**config.mk**
```make
export PLATFORM = sky130hd
export DESIGN_NAME = ast_uart
export DESIGN_NICKNAME = d
export VERILOG_FILES = /design/src/ast_pkg.sv /design/src/ast_uart.sv
export SDC_FILE = /design/constraint.sdc
export NUM_CORES = 1
export LEC_CHECK = 0
export ABC_AREA = 1
export BUFFER_PORTS_ARGS = -buffer_cell sky130_fd_sc_hd__buf_2
export CAP_MARGIN = 30
export CORE_MARGIN = 4
export CORE_UTILIZATION = 28
export CTS_BUF_LIST = sky130_fd_sc_hd__clkbuf_16
export CTS_CLUSTER_SIZE = 30
export DETAILED_ROUTE_END_ITERATION = 10
export GPL_TIMING_DRIVEN = 0
export SLEW_MARGIN = 10
export SYNTH_ARGS = -nofsm -noshare
export SYNTH_HDL_FRONTEND = slang
export SYNTH_SLANG_ARGS = --single-unit
```
**constraint.sdc**
```tcl
create_clock -name CLK -period 3.95 [get_ports CLK]
set_clock_uncertainty 0.2 [all_clocks]
set_input_delay 0.395 -clock CLK [delete_from_list [all_inputs] [get_ports CLK]]
set_output_delay 0.395 -clock CLK [all_outputs]
set_load 0.05 [all_outputs]
```
**src/ast_pkg.sv**
```systemverilog
// Package for the asynchronous serial transceiver: register map, fields, types.
package ast_pkg;

    localparam logic [15:0] SERIAL_CONTROL_OFS = 16'h0098;
    localparam logic [15:0] SERIAL_BUFFER_OFS = 16'h0099;
    localparam logic [15:0] FAST_BAUD_CONTROL_OFS = 16'h00D8;
    localparam logic [15:0] BAUD_RELOAD_LOW_OFS = 16'h8068;
    localparam logic [15:0] BAUD_RELOAD_HIGH_OFS = 16'h8069;
    localparam logic [15:0] IRQ_STATUS_OFS = 16'h8070;
    localparam logic [15:0] IRQ_MASK_OFS = 16'h8071;

    localparam logic [7:0] SERIAL_CONTROL_RST = 8'h00;
    localparam logic [7:0] SERIAL_BUFFER_RST = 8'h00;
    localparam logic [7:0] FAST_BAUD_CONTROL_RST = 8'h00;
    localparam logic [9:0] BAUD_RELOAD_RST = 10'h000;
    localparam logic [1:0] IRQ_MASK_RST = 2'h3;

    localparam int CTL_MODE_BIT = 7;
    localparam int CTL_IRQ_EN_BIT = 6;
    localparam int CTL_MP_EN_BIT = 5;
    localparam int CTL_RX_EN_BIT = 4;
    localparam int CTL_TX9_BIT = 3;
    localparam int CTL_RX9_BIT = 2;
    localparam int CTL_TX_DONE_BIT = 1;
    localparam int CTL_RX_DONE_BIT = 0;
    localparam int FB_ENABLE_BIT = 7;

    localparam logic [10:0] BAUD_BASE = 11'h400;
    localparam logic [5:0] SLOW_PRESCALE = 6'h20;
    localparam logic [4:0] RX_SAMPLE_PHASE = 5'h10;
    localparam logic [3:0] MODE_A_BITS = 4'h9;
    localparam logic [3:0] MODE_B_BITS = 4'h8;

    typedef enum logic [1:0] {TX_IDLE, TX_START, TX_DATA, TX_STOP} ast_tx_t;
    typedef enum logic [1:0] {RX_IDLE, RX_START, RX_DATA, RX_STOP} ast_rx_t;

    typedef struct packed {
        logic mode_b;
        logic irq_en;
        logic mp_en;
        logic rx_en;
        logic tx9;
        logic rx9;
        logic tx_done;
        logic rx_done;
    } ast_ctl_t;

    typedef struct packed {
        ast_ctl_t ctl;
        logic [7:0] rx_buf;
        logic fast_en;
        logic [4:0] fast_div;
        logic [9:0] reload;
        logic [1:0] irq_mask;
        logic [7:0] rdata;
        logic irq;
        logic [1:0] rx_sync;
        logic rx_prev;
        logic [15:0] tx_cnt;
        logic [5:0] tx_sub;
        ast_tx_t tx_st;
        logic [8:0] tx_sh;
        logic [3:0] tx_bits;
        logic txd;
        logic [15:0] rx_cnt;
        logic [5:0] rx_sub;
        ast_rx_t rx_st;
        logic [8:0] rx_sh;
        logic [3:0] rx_bits;
    } ast_state_t;

endpackage

```
**src/ast_uart.sv**
```systemverilog
// Asynchronous serial transceiver with register port and interrupt.
// Notes on behaviour
// - Writing the buffer register while the transmitter is idle loads a byte and starts a transmit frame.
// - Mode A frame: start 0, nine data bits LSB first, stop 1.
// - Receiver syncs on falling edge of receive pin and times from it.
// - Mode A receive: low eight bits to buffer, ninth to rx_ninth_bit.
// - Mode B: eight data bits, received stop bit goes to rx_ninth_bit.
// - Mode A with filter enabled: receive flag only if ninth bit is 1.
// - Done flags stay set until software writes 0 to control or 1 to status; writing 1 to control keeps them.
// - Slow rate: clock / (32 * (1024 - reload)).
// - Fast rate: clock / ((divider + 1) * (1024 - reload)).
// - Reload bits 7..0 in low register, 9..8 in high register.
// - Mode select 0 is nine-bit mode A, 1 is eight-bit mode B.
//
// The address-and-strobe port was chosen for this implementation.
`timescale 1ns/1ns
module ast_uart
    import ast_pkg::*;
(
    input wire logic CLK,
    input wire logic RESET,
    input wire logic [15:0] ADDR,
    input wire logic [7:0] WDATA,
    input wire logic WR,
    input wire logic RD,
    output logic [7:0] RDATA,
    output logic TXD,
    input wire logic RXD,
    output logic IRQ
);

    ast_state_t s_reg;
    ast_state_t s_next;
    logic [15:0] bit_len;
    logic [5:0] presc;
    logic [15:0] half_cnt;
    logic [5:0] half_sub;
    logic rx_fall;
    logic rx_pin;
    logic tx_end;
    logic rx_end;
    logic rx_keep;
    logic [7:0] ctl_rd;

    ////////////////////////////////////////////////////////////////////////
    // Bit time: prescale cycles per tick, (1024 - reload) ticks per bit.
    // The receiver samples in the middle of each tick run, so the fast
    // divider needs room; software must keep it at one or more to receive.

    always_comb begin
        bit_len = 16'(BAUD_BASE - {1'b0, s_reg.reload});
        if (s_reg.fast_en) begin
            presc = {1'b0, s_reg.fast_div} + 6'h01;
        end else begin
            presc = SLOW_PRESCALE;
        end
        // Starting the count half a bit in puts each later sample near the
        // centre of its bit, away from the edges where the line may move.
        half_cnt = bit_len >> 1;
        if (bit_len[0]) begin
            half_sub = presc >> 1;
        end else begin
            half_sub = 6'h00;
        end
    end

    ////////////////////////////////////////////////////////////////////////
    // Next state.

    always_comb begin
        s_next = s_reg;
        tx_end = 1'b0;
        rx_end = 1'b0;
        rx_keep = 1'b0;
        // Only the second synchroniser stage feeds logic; the first one may
        // still be settling from an edge of the asynchronous receive pin.
        rx_pin = s_reg.rx_sync[1];
        rx_fall = s_reg.rx_prev && !rx_pin;
        s_next.rx_sync = {s_reg.rx_sync[0], RXD};
        s_next.rx_prev = rx_pin;

        // Transmitter. The line changes only on a bit boundary, so each bit
        // stands a full bit time for the far side.
        if (s_reg.tx_st != TX_IDLE) begin
            if (s_reg.tx_sub == presc - 6'h01) begin
                s_next.tx_sub = 6'h00;
                s_next.tx_cnt = s_reg.tx_cnt + 16'h0001;
            end else begin
                s_next.tx_sub = s_reg.tx_sub + 6'h01;
            end
        end
        if ((s_reg.tx_st != TX_IDLE) && (s_reg.tx_sub == presc - 6'h01) &&
            (s_reg.tx_cnt == bit_len - 16'h0001)) begin
            s_next.tx_cnt = 16'h0000;
            case (s_reg.tx_st)
                TX_START: begin
                    s_next.tx_st = TX_DATA;
                    s_next.txd = s_reg.tx_sh[0];
                end
                TX_DATA: begin
                    s_next.tx_sh = {1'b1, s_reg.tx_sh[8:1]};
                    s_next.tx_bits = s_reg.tx_bits - 4'h1;
                    if (s_reg.tx_bits == 4'h1) begin
                        s_next.tx_st = TX_STOP;
                        s_next.txd = 1'b1;
                    end else begin
                        s_next.txd = s_reg.tx_sh[1];
                    end
                end
                TX_STOP: begin
                    s_next.tx_st = TX_IDLE;
                    tx_end = 1'b1;
                end
                default: s_next.tx_st = TX_IDLE;
            endcase
        end

        // Receiver. An edge is only looked for while idle, so a zero data
        // bit inside a frame cannot restart the timing.
        case (s_reg.rx_st)
            RX_IDLE: begin
                if (rx_fall) begin
                    s_next.rx_st = RX_START;
                    s_next.rx_cnt = half_cnt;
                    s_next.rx_sub = half_sub;
                    s_next.rx_bits = s_reg.ctl.mode_b ? MODE_B_BITS
                                                      : MODE_A_BITS;
                end
            end
            default: begin
                if (s_reg.rx_sub == presc - 6'h01) begin
                    s_next.rx_sub = 6'h00;
                    if (s_reg.rx_cnt == bit_len - 16'h0001) begin
                        s_next.rx_cnt = 16'h0000;
                    end else begin
                        s_next.rx_cnt = s_reg.rx_cnt + 16'h0001;
                    end
                end else begin
                    s_next.rx_sub = s_reg.rx_sub + 6'h01;
                end
                if ((s_reg.rx_sub == presc - 6'h01) &&
                    (s_reg.rx_cnt == bit_len - 16'h0001)) begin
                    case (s_reg.rx_st)
                        RX_START: begin
                            // A high start sample is a glitch: drop it.
                            if (rx_pin) begin
                                s_next.rx_st = RX_IDLE;
                            end else begin
                                s_next.rx_st = RX_DATA;
                            end
                        end
                        RX_DATA: begin
                            s_next.rx_sh = {rx_pin, s_reg.rx_sh[8:1]};
                            s_next.rx_bits = s_reg.rx_bits - 4'h1;
                            if (s_reg.rx_bits == 4'h1) begin
                                s_next.rx_st = RX_STOP;
                            end
                        end
                        RX_STOP: begin
                            s_next.rx_st = RX_IDLE;
                            rx_end = 1'b1;
                        end
                        default: s_next.rx_st = RX_IDLE;
                    endcase
                end
            end
        endcase
        ////////////////////////////////////////////////////////////////////
        // Register writes.
        if (WR) begin
            case (ADDR)
                SERIAL_CONTROL_OFS: begin
                    s_next.ctl.mode_b = WDATA[CTL_MODE_BIT];
                    s_next.ctl.irq_en = WDATA[CTL_IRQ_EN_BIT];
                    s_next.ctl.mp_en = WDATA[CTL_MP_EN_BIT];
                    s_next.ctl.rx_en = WDATA[CTL_RX_EN_BIT];
                    s_next.ctl.tx9 = WDATA[CTL_TX9_BIT];
                    s_next.ctl.rx9 = WDATA[CTL_RX9_BIT];
                    if (!WDATA[CTL_TX_DONE_BIT]) begin
                        s_next.ctl.tx_done = 1'b0;
                    end
                    if (!WDATA[CTL_RX_DONE_BIT]) begin
                        s_next.ctl.rx_done = 1'b0;
                    end
                end
                SERIAL_BUFFER_OFS: begin
                    // A write during a frame is dropped, so software waits
                    // for the transmit flag before it loads the next byte.
                    if (s_reg.tx_st == TX_IDLE) begin
                        s_next.tx_st = TX_START;
                        s_next.txd = 1'b0;
                        s_next.tx_cnt = 16'h0000;
                        s_next.tx_sub = 6'h00;
                        s_next.tx_sh = {s_reg.ctl.tx9, WDATA};
                        s_next.tx_bits = s_reg.ctl.mode_b ? MODE_B_BITS
                                                          : MODE_A_BITS;
                    end
                end
                FAST_BAUD_CONTROL_OFS: begin
                    // The two gap bits are not stored and read as zero.
                    s_next.fast_en = WDATA[FB_ENABLE_BIT];
                    s_next.fast_div = WDATA[4:0];
                end
                BAUD_RELOAD_LOW_OFS: s_next.reload[7:0] = WDATA;
                BAUD_RELOAD_HIGH_OFS: s_next.reload[9:8] = WDATA[1:0];
                IRQ_STATUS_OFS: begin
                    // Second view of the done flags, cleared by a one.
                    if (WDATA[1]) begin
                        s_next.ctl.tx_done = 1'b0;
                    end
                    if (WDATA[0]) begin
                        s_next.ctl.rx_done = 1'b0;
                    end
                end
                IRQ_MASK_OFS: s_next.irq_mask = WDATA[1:0];
                default: s_next.irq_mask = s_reg.irq_mask;
            endcase
        end

        ////////////////////////////////////////////////////////////////////
        // Hardware events win over a clear in the same cycle, so a frame
        // that ends while software clears its flag is never lost.
        if (tx_end) begin
            s_next.ctl.tx_done = 1'b1;
        end
        if (rx_end && s_reg.ctl.rx_en) begin
            // In mode B the byte sits in the top eight shift bits, since the
            // stop bit is taken from the pin rather than shifted in.
            if (s_reg.ctl.mode_b) begin
                s_next.rx_buf = s_reg.rx_sh[8:1];
                s_next.ctl.rx9 = rx_pin;
                rx_keep = 1'b1;
            end else begin
                s_next.rx_buf = s_reg.rx_sh[7:0];
                s_next.ctl.rx9 = s_reg.rx_sh[8];
                rx_keep = !s_reg.ctl.mp_en || s_reg.rx_sh[8];
            end
            if (rx_keep) begin
                s_next.ctl.rx_done = 1'b1;
            end
        end

        ////////////////////////////////////////////////////////////////////
        // Read data, valid in the cycle after the strobe only.
        // Unmapped addresses read as zero.
        ctl_rd = s_reg.ctl;
        s_next.rdata = 8'h00;
        if (RD) begin
            case (ADDR)
                SERIAL_CONTROL_OFS: s_next.rdata = ctl_rd;
                SERIAL_BUFFER_OFS: s_next.rdata = s_reg.rx_buf;
                FAST_BAUD_CONTROL_OFS:
                    s_next.rdata = {s_reg.fast_en, 2'h0, s_reg.fast_div};
                BAUD_RELOAD_LOW_OFS: s_next.rdata = s_reg.reload[7:0];
                BAUD_RELOAD_HIGH_OFS:
                    s_next.rdata = {6'h00, s_reg.reload[9:8]};
                IRQ_STATUS_OFS:
                    s_next.rdata = {6'h00, s_reg.ctl.tx_done,
                                    s_reg.ctl.rx_done};
                IRQ_MASK_OFS: s_next.rdata = {6'h00, s_reg.irq_mask};
                default: s_next.rdata = 8'h00;
            endcase
        end

        // Interrupt follows the registered flags, one cycle behind.
        // Keeping it registered gives a glitch-free level at the pin.
        s_next.irq = s_reg.ctl.irq_en &&
            ((s_reg.ctl.tx_done && s_reg.irq_mask[1]) ||
             (s_reg.ctl.rx_done && s_reg.irq_mask[0]));
    end

    ////////////////////////////////////////////////////////////////////////
    // State register. The line and the edge detector start idle high,
    // so no false start bit is seen after reset.

    always_ff @(posedge CLK) begin
        if (RESET) begin
            s_reg <= '0;
            s_reg.ctl <= SERIAL_CONTROL_RST;
            s_reg.rx_buf <= SERIAL_BUFFER_RST;
            s_reg.fast_en <= FAST_BAUD_CONTROL_RST[7];
            s_reg.fast_div <= FAST_BAUD_CONTROL_RST[4:0];
            s_reg.reload <= BAUD_RELOAD_RST;
            s_reg.irq_mask <= IRQ_MASK_RST;
            s_reg.tx_st <= TX_IDLE;
            s_reg.rx_st <= RX_IDLE;
            s_reg.txd <= 1'b1;
            s_reg.rx_sync <= 2'h3;
            s_reg.rx_prev <= 1'b1;
        end else begin
            s_reg <= s_next;
        end
    end

    assign RDATA = s_reg.rdata;
    assign TXD = s_reg.txd;
    assign IRQ = s_reg.irq;

endmodule

```
# == Word level (Yosys, flattened, before mapping) ==
# Cells that the tools add are included.
# classes
addsub,10
n_eq_ne,23
mux,49
bitwise_logic,2
reduce_logical,34
# op_table
cell,count
$mux W38,3
$mux W16,5
$eq A16 B16 Y1 const B,4
$pmux W8 S7,1
$eq A16 B8 Y1 const B,3
$mux W24,2
$add A16 B1 Y16 const B,2
$eq A16 B16 Y1,2
$mux W13,2
$mux W22,1
$mux W1,18
$mux W6,3
$mux W15,1
$reduce_and A2 Y1,7
$reduce_bool A2 Y1,7
$sub A12 B2 Y13 const B,1
$add A6 B1 Y6 const B,2
$eq A6 B6 Y1,2
$pmux W2 S2,3
$sub A11 B10 Y12 const A,1
$mux W9,1
$ne A3 B3 Y1 const B,3
$reduce_and A3 Y1,3
$eq A2 B2 Y1 const B,4
other kinds (20),37
# word_totals
register_bits,121
inputBits,29
word_cells,147

# == Longest topological paths before layout ==
# logic_depth
depth_word,11
mapped_depth,23

# == Least setup slack after synthesis ==
# No wires, ideal clock.
# synth_path
path_kind,register to register
from,reg s_reg[89] (netlist bit)
to,reg s_reg[43] (netlist bit)
arrival_ns,2.458
required_time_ns,3.641
path_slack_ns,1.183
stages_incl_launch_ff,21
cell_sequence,dfxtp_1 -> buf_2 -> inv_4 -> ha_1 -> nor2_1 -> nand3_1 -> nor2_2 -> nand2_2 -> nor2_4 -> nand2_1 -> nand2_1 -> nand2_2 -> xor2_1 -> nand2_1 -> nor2_4 -> nand3_2 -> buf_6 -> nand2_1 -> nand3_1 -> nand2_1 -> inv_1
# synth_via
elab_chain_cells,8
# synth_rtl
item,line,text
from (decl),ast_uart.sv:32,ast_state_t s_reg;
from (signal assigned),ast_uart.sv:291,s_reg <= s_next;
$sub A11 B10 Y12 *,ast_uart.sv:51,"bit_len = 16'(BAUD_BASE - {1'b0, s_reg.reload});"
$sub A12 B2 Y13 *,ast_uart.sv:93,(s_reg.tx_cnt == bit_len - 16'h0001)) begin
$eq A16 B16 Y1 *,ast_uart.sv:93,
$logic_and A1 B1 Y1 *,ast_uart.sv:92,if ((s_reg.tx_st != TX_IDLE) && (s_reg.tx_sub == presc - 6'h01) &&
$mux W16 *,ast_uart.sv:92,
$mux W38,ast_uart.sv:189,if (s_reg.tx_st == TX_IDLE) begin
$mux W38,ast_uart.sv:171,case (ADDR)
$mux W38 *,ast_uart.sv:170,if (WR) begin
# Every way passes the cells marked *; elsewhere a longest branch is shown, timed or not.
# A chain may end at the register's enable or synchronous reset.

# == Worst setup path in the final report ==
# layout_path
from,reg s_reg[89] (netlist bit)
to,reg s_reg[67] (netlist bit)
# Same word-level chain as after synthesis.

==> impl_metrics.csv <==
group,metric,value,unit
outcome,status,"finished clean",
die,chipWidth,176,um
global_route,grt_antenna_before_repair,0,
clocking,clk_pin_slew_worst_paths,0.06,ns
timing,worst_slack,0.453,ns
worst_setup_path,critPathLaunchType,"flop",
worst_setup_path,endpoint_kind,"flop",
detailed_routing,drc,0,
worst_setup_path,arrival,3.62,ns
synthesis,synth_warnings,0,
cells_and_area,largest_register_ffs,101,
timing,final_max_slew_viol_count,0,
worst_setup_path,crit_type,"flop to flop",
detailed_routing,viasPerCell,4.78,
timing,fin_crit_sh,88.5,%
detailed_routing,drt_iter0_markers,599,
clocking,cts_tree,"built",
cells_and_area,fillers,3065,
worst_setup_path,rr_worst_depth,19,
global_route,grt_pass1_vias,7580,
cells_and_area,final_core_util,33.0,%
synthesis,synth-seq-area-share,30.6,%
placement,dp_slack,0.519,ns
pwr,ir_drop,301,uV
clocking,clock_sinks,121,
placement,dpl.hpwl,18000,um
global_route,grt_max_degree,17,
cells_and_area,fin_nets,1350,
pwr,pwr-share-seq,36.7,%
pwr,p_int,2.48,mW
synthesis,synthArstFlopShare,0,%
synthesis,synth_area_per_cell,6.35,um2
synthesis,synth_area_leader_cell,"dfxtp_1",
pwr,swShare,35.9,%
synthesis,synth_ff_type,"dfxtp_1",
cells_and_area,antenna_cells,0,
min_path,hold_end,"ctl_rd[6]",
worst_setup_path,max_stage_delay,0.33,ns
die,rows,61,
synthesis,synth_top_cell_area_share,30.6,%
min_path,hold_class,"primary input to flop",
timing,final_hold_viol_count,0,
timing,rsz0062_at_grt,"false",
global_route,grt_pass1_wl,37700,um
clocking,cts_buffers,17,
clocking,cts-resized-gates,0,
synthesis,synth-edff-count,0,
timing,tightestPinTransition,0.787,ns
worst_setup_path,reg2reg_slack,0.45,ns
detailed_routing,drt-total-wl,23100,um
cells_and_area,seq_area,2420,um2
detailed_routing,ant_nets,0,
pwr,comb_power_share,22.0,%
synthesis,synth.area.top_cells,"dfxtp_1, nand2_1, inv_1, nor2_1, nand3_1",
worst_setup_path,critPathTopFamily,"simple AND/OR/NAND/NOR gates",
pwr,cellPowerDensity,422,nW/um2
die,core,27800,um2
worst_setup_path,cpMostUsedCell,"nand2_2",
min_path,min-delay-start,"WDATA[6]",
worst_setup_path,cp_cell_sequence,"buf_2 > inv_4 > ha_1 > inv_2 > nor2_2 > nand4_1 > nand2_1 > nand3_1 > nor2_2 > nand2_2 > inv_1 > nand2_1 > o21ai_1 > nand3_1 > nor2_4 > nand2_2 > nand2_2 > buf_4 > nor2_1",
pwr,total_power,3.87,mW
pwr,pwr-share-clk,41.3,%
timing,hold-worst-slack,0.0839,ns
die,die-area,31000,um2
detailed_routing,first_pass_iters,5,
detailed_routing,vias,8098,
timing,fin_crit,3.50,ns
synthesis,syn-cell-area,7910,um2
timing,tns,0,ns
placement,place.gp.congestion,0.923,
synthesis,syn_nets,1293,
worst_setup_path,critPathSlowestCell,"ha_1",
synthesis,synth-seq-cells,121,
clocking,post_cts_buffers,0,
timing,slew_headroom,47.1,%
clocking,insertion_delay,0.43,ns
global_route,grt_use_total,15.0,%
die,initial_core_util,28.5,%
global_route,grt_overflow,0,
synthesis,syn_inst,1245,
die,die_h,176,um
synthesis,synth.distinct_cells,48,
placement,portBuffers,37,
worst_setup_path,cp_max_fo,10,
cells_and_area,drive_gt1_share,11.3,%
cells_and_area,area_growth,16.1,%
pwr,switching_power,1.39,mW
clocking,ctsLongestPathBuffers,2,
min_path,holdPathStages,3,
timing,setup_viol,0,
clocking,clock-root-buffer,"clkbuf_16",
synthesis,synth.most_common_cell,"nand2_1",
timing,fmax,286,MHz
clocking,htreeDepth,4,
pwr,power.leakage,4.02,nW
worst_setup_path,r2r_start,"s_reg[89]",
worst_setup_path,worstPathRequired,4.08,ns
cells_and_area,multi_input_area,4600,um2
die,pin_count,39,
flow_run,maxCapViolations,0,
worst_setup_path,path_buf_inv,5,
worst_setup_path,r2r-end,"s_reg[67]",
synthesis,synthTopCellsByCount,"nand2_1, inv_1, nor2_1, dfxtp_1, nand3_1",
detailed_routing,wire_per_inst,13.6,um
-- layout by cell type (no fill, tap or decap), types with 3 or more instances in the layout --
cell	n
a211oi_1	16
a21oi_1	81
a221oi_1	9
a31oi_1	3
buf_2	42
buf_4	13
buf_6	3
clkbuf_1	19
clkbuf_16	17
dfxtp_1	121
ha_1	19
inv_1	163
inv_2	7
inv_6	6
inv_8	4
nand2_1	277
nand2_2	15
nand3_1	102
nand3_2	4
nand4_1	42
nor2_1	162
nor2_2	14
nor2_4	4
nor3_1	25
nor4_1	4
o211ai_1	4
o21ai_0	64
o21ai_1	3
o22ai_1	6
or2_2	5
xnor2_1	5
xor2_1	27
-- worst max path at each step --
stage | to | slack [ns] | start | cells past startpoint
final | s_reg[67] | 0.45 | s_reg[89] | 19
after global routing | s_reg[0] | 0.11 | s_reg[89] | 21
after CTS | s_reg[67] | 0.49 | s_reg[89] | 19
after detailed placement | s_reg[67] | 0.52 | s_reg[89] | 19
after global placement | s_reg[0] | 0.52 | s_reg[89] | 21
after floorplan | s_reg[43] | 1.18 | s_reg[89] | 20
-- through the flow --
| stage | instances | instance area (um2) |
|---|---|---|
| finish | 1693 | 9180 |
| global route | 1693 | 9180 |
| CTS | 1693 | 9180 |
| detailed placement | 1660 | 8560 |
| global placement | 1660 | 8560 |
| floorplan | 1245 | 7910 |
-- power groups by stage --
stage                     Clock (mW)  Sequential [mW]  Combinational [mW]
final                           1.60             1.42               0.850
after global routing            1.69             1.43               0.959
after CTS                       1.63             1.42               0.838
after detailed placement           0             1.44               0.833
after global placement             0             1.44               0.822
after floorplan                    0             1.41               0.597
-- kinds of logic after synthesis --
group	synth area share (%)
and+or+nand+nor	37.8
buffers and inverters	11.1
AOI/OAI and AO/OA	13.9
DFF	30.6
xor gates and xnor gates	3.55
adders and majority gates	3.01
-- final cells by class --
| cell class | count | area share, % |
|---|---|---|
| multi-input cells | 911 | 50.2 |
| repair buffers | 38 | 2.13 |
| flip-flops and latches | 121 | 26.4 |
| inverters | 172 | 7.06 |
| clock inverters | 15 | 1.92 |
| clock buffers | 17 | 4.64 |
| plain buffers | 41 | 2.52 |
| well taps | 378 | 5.15 |
-- worst min-delay path: stages --
cell and delay (ns):
buf_2 0.13, nor2_1 0.10, a211oi_1 0.04
-- timing repair --
action | in CTS | in global routing
hold buffers | 1 | 0
endpoints found under the hold margin | 1 | 0
endpoints found under the setup margin | 0 | 0
-- routing by layer --
metal	GRT usage, %	vias up	wire (um)
li1	-	4199	-
met1	19.7	3687	10800
met2	24.7	182	10600
met3	3.38	30	1280
met4	4.48	0	379
met5	0	-	0
(Power assumes the default switching activity.)
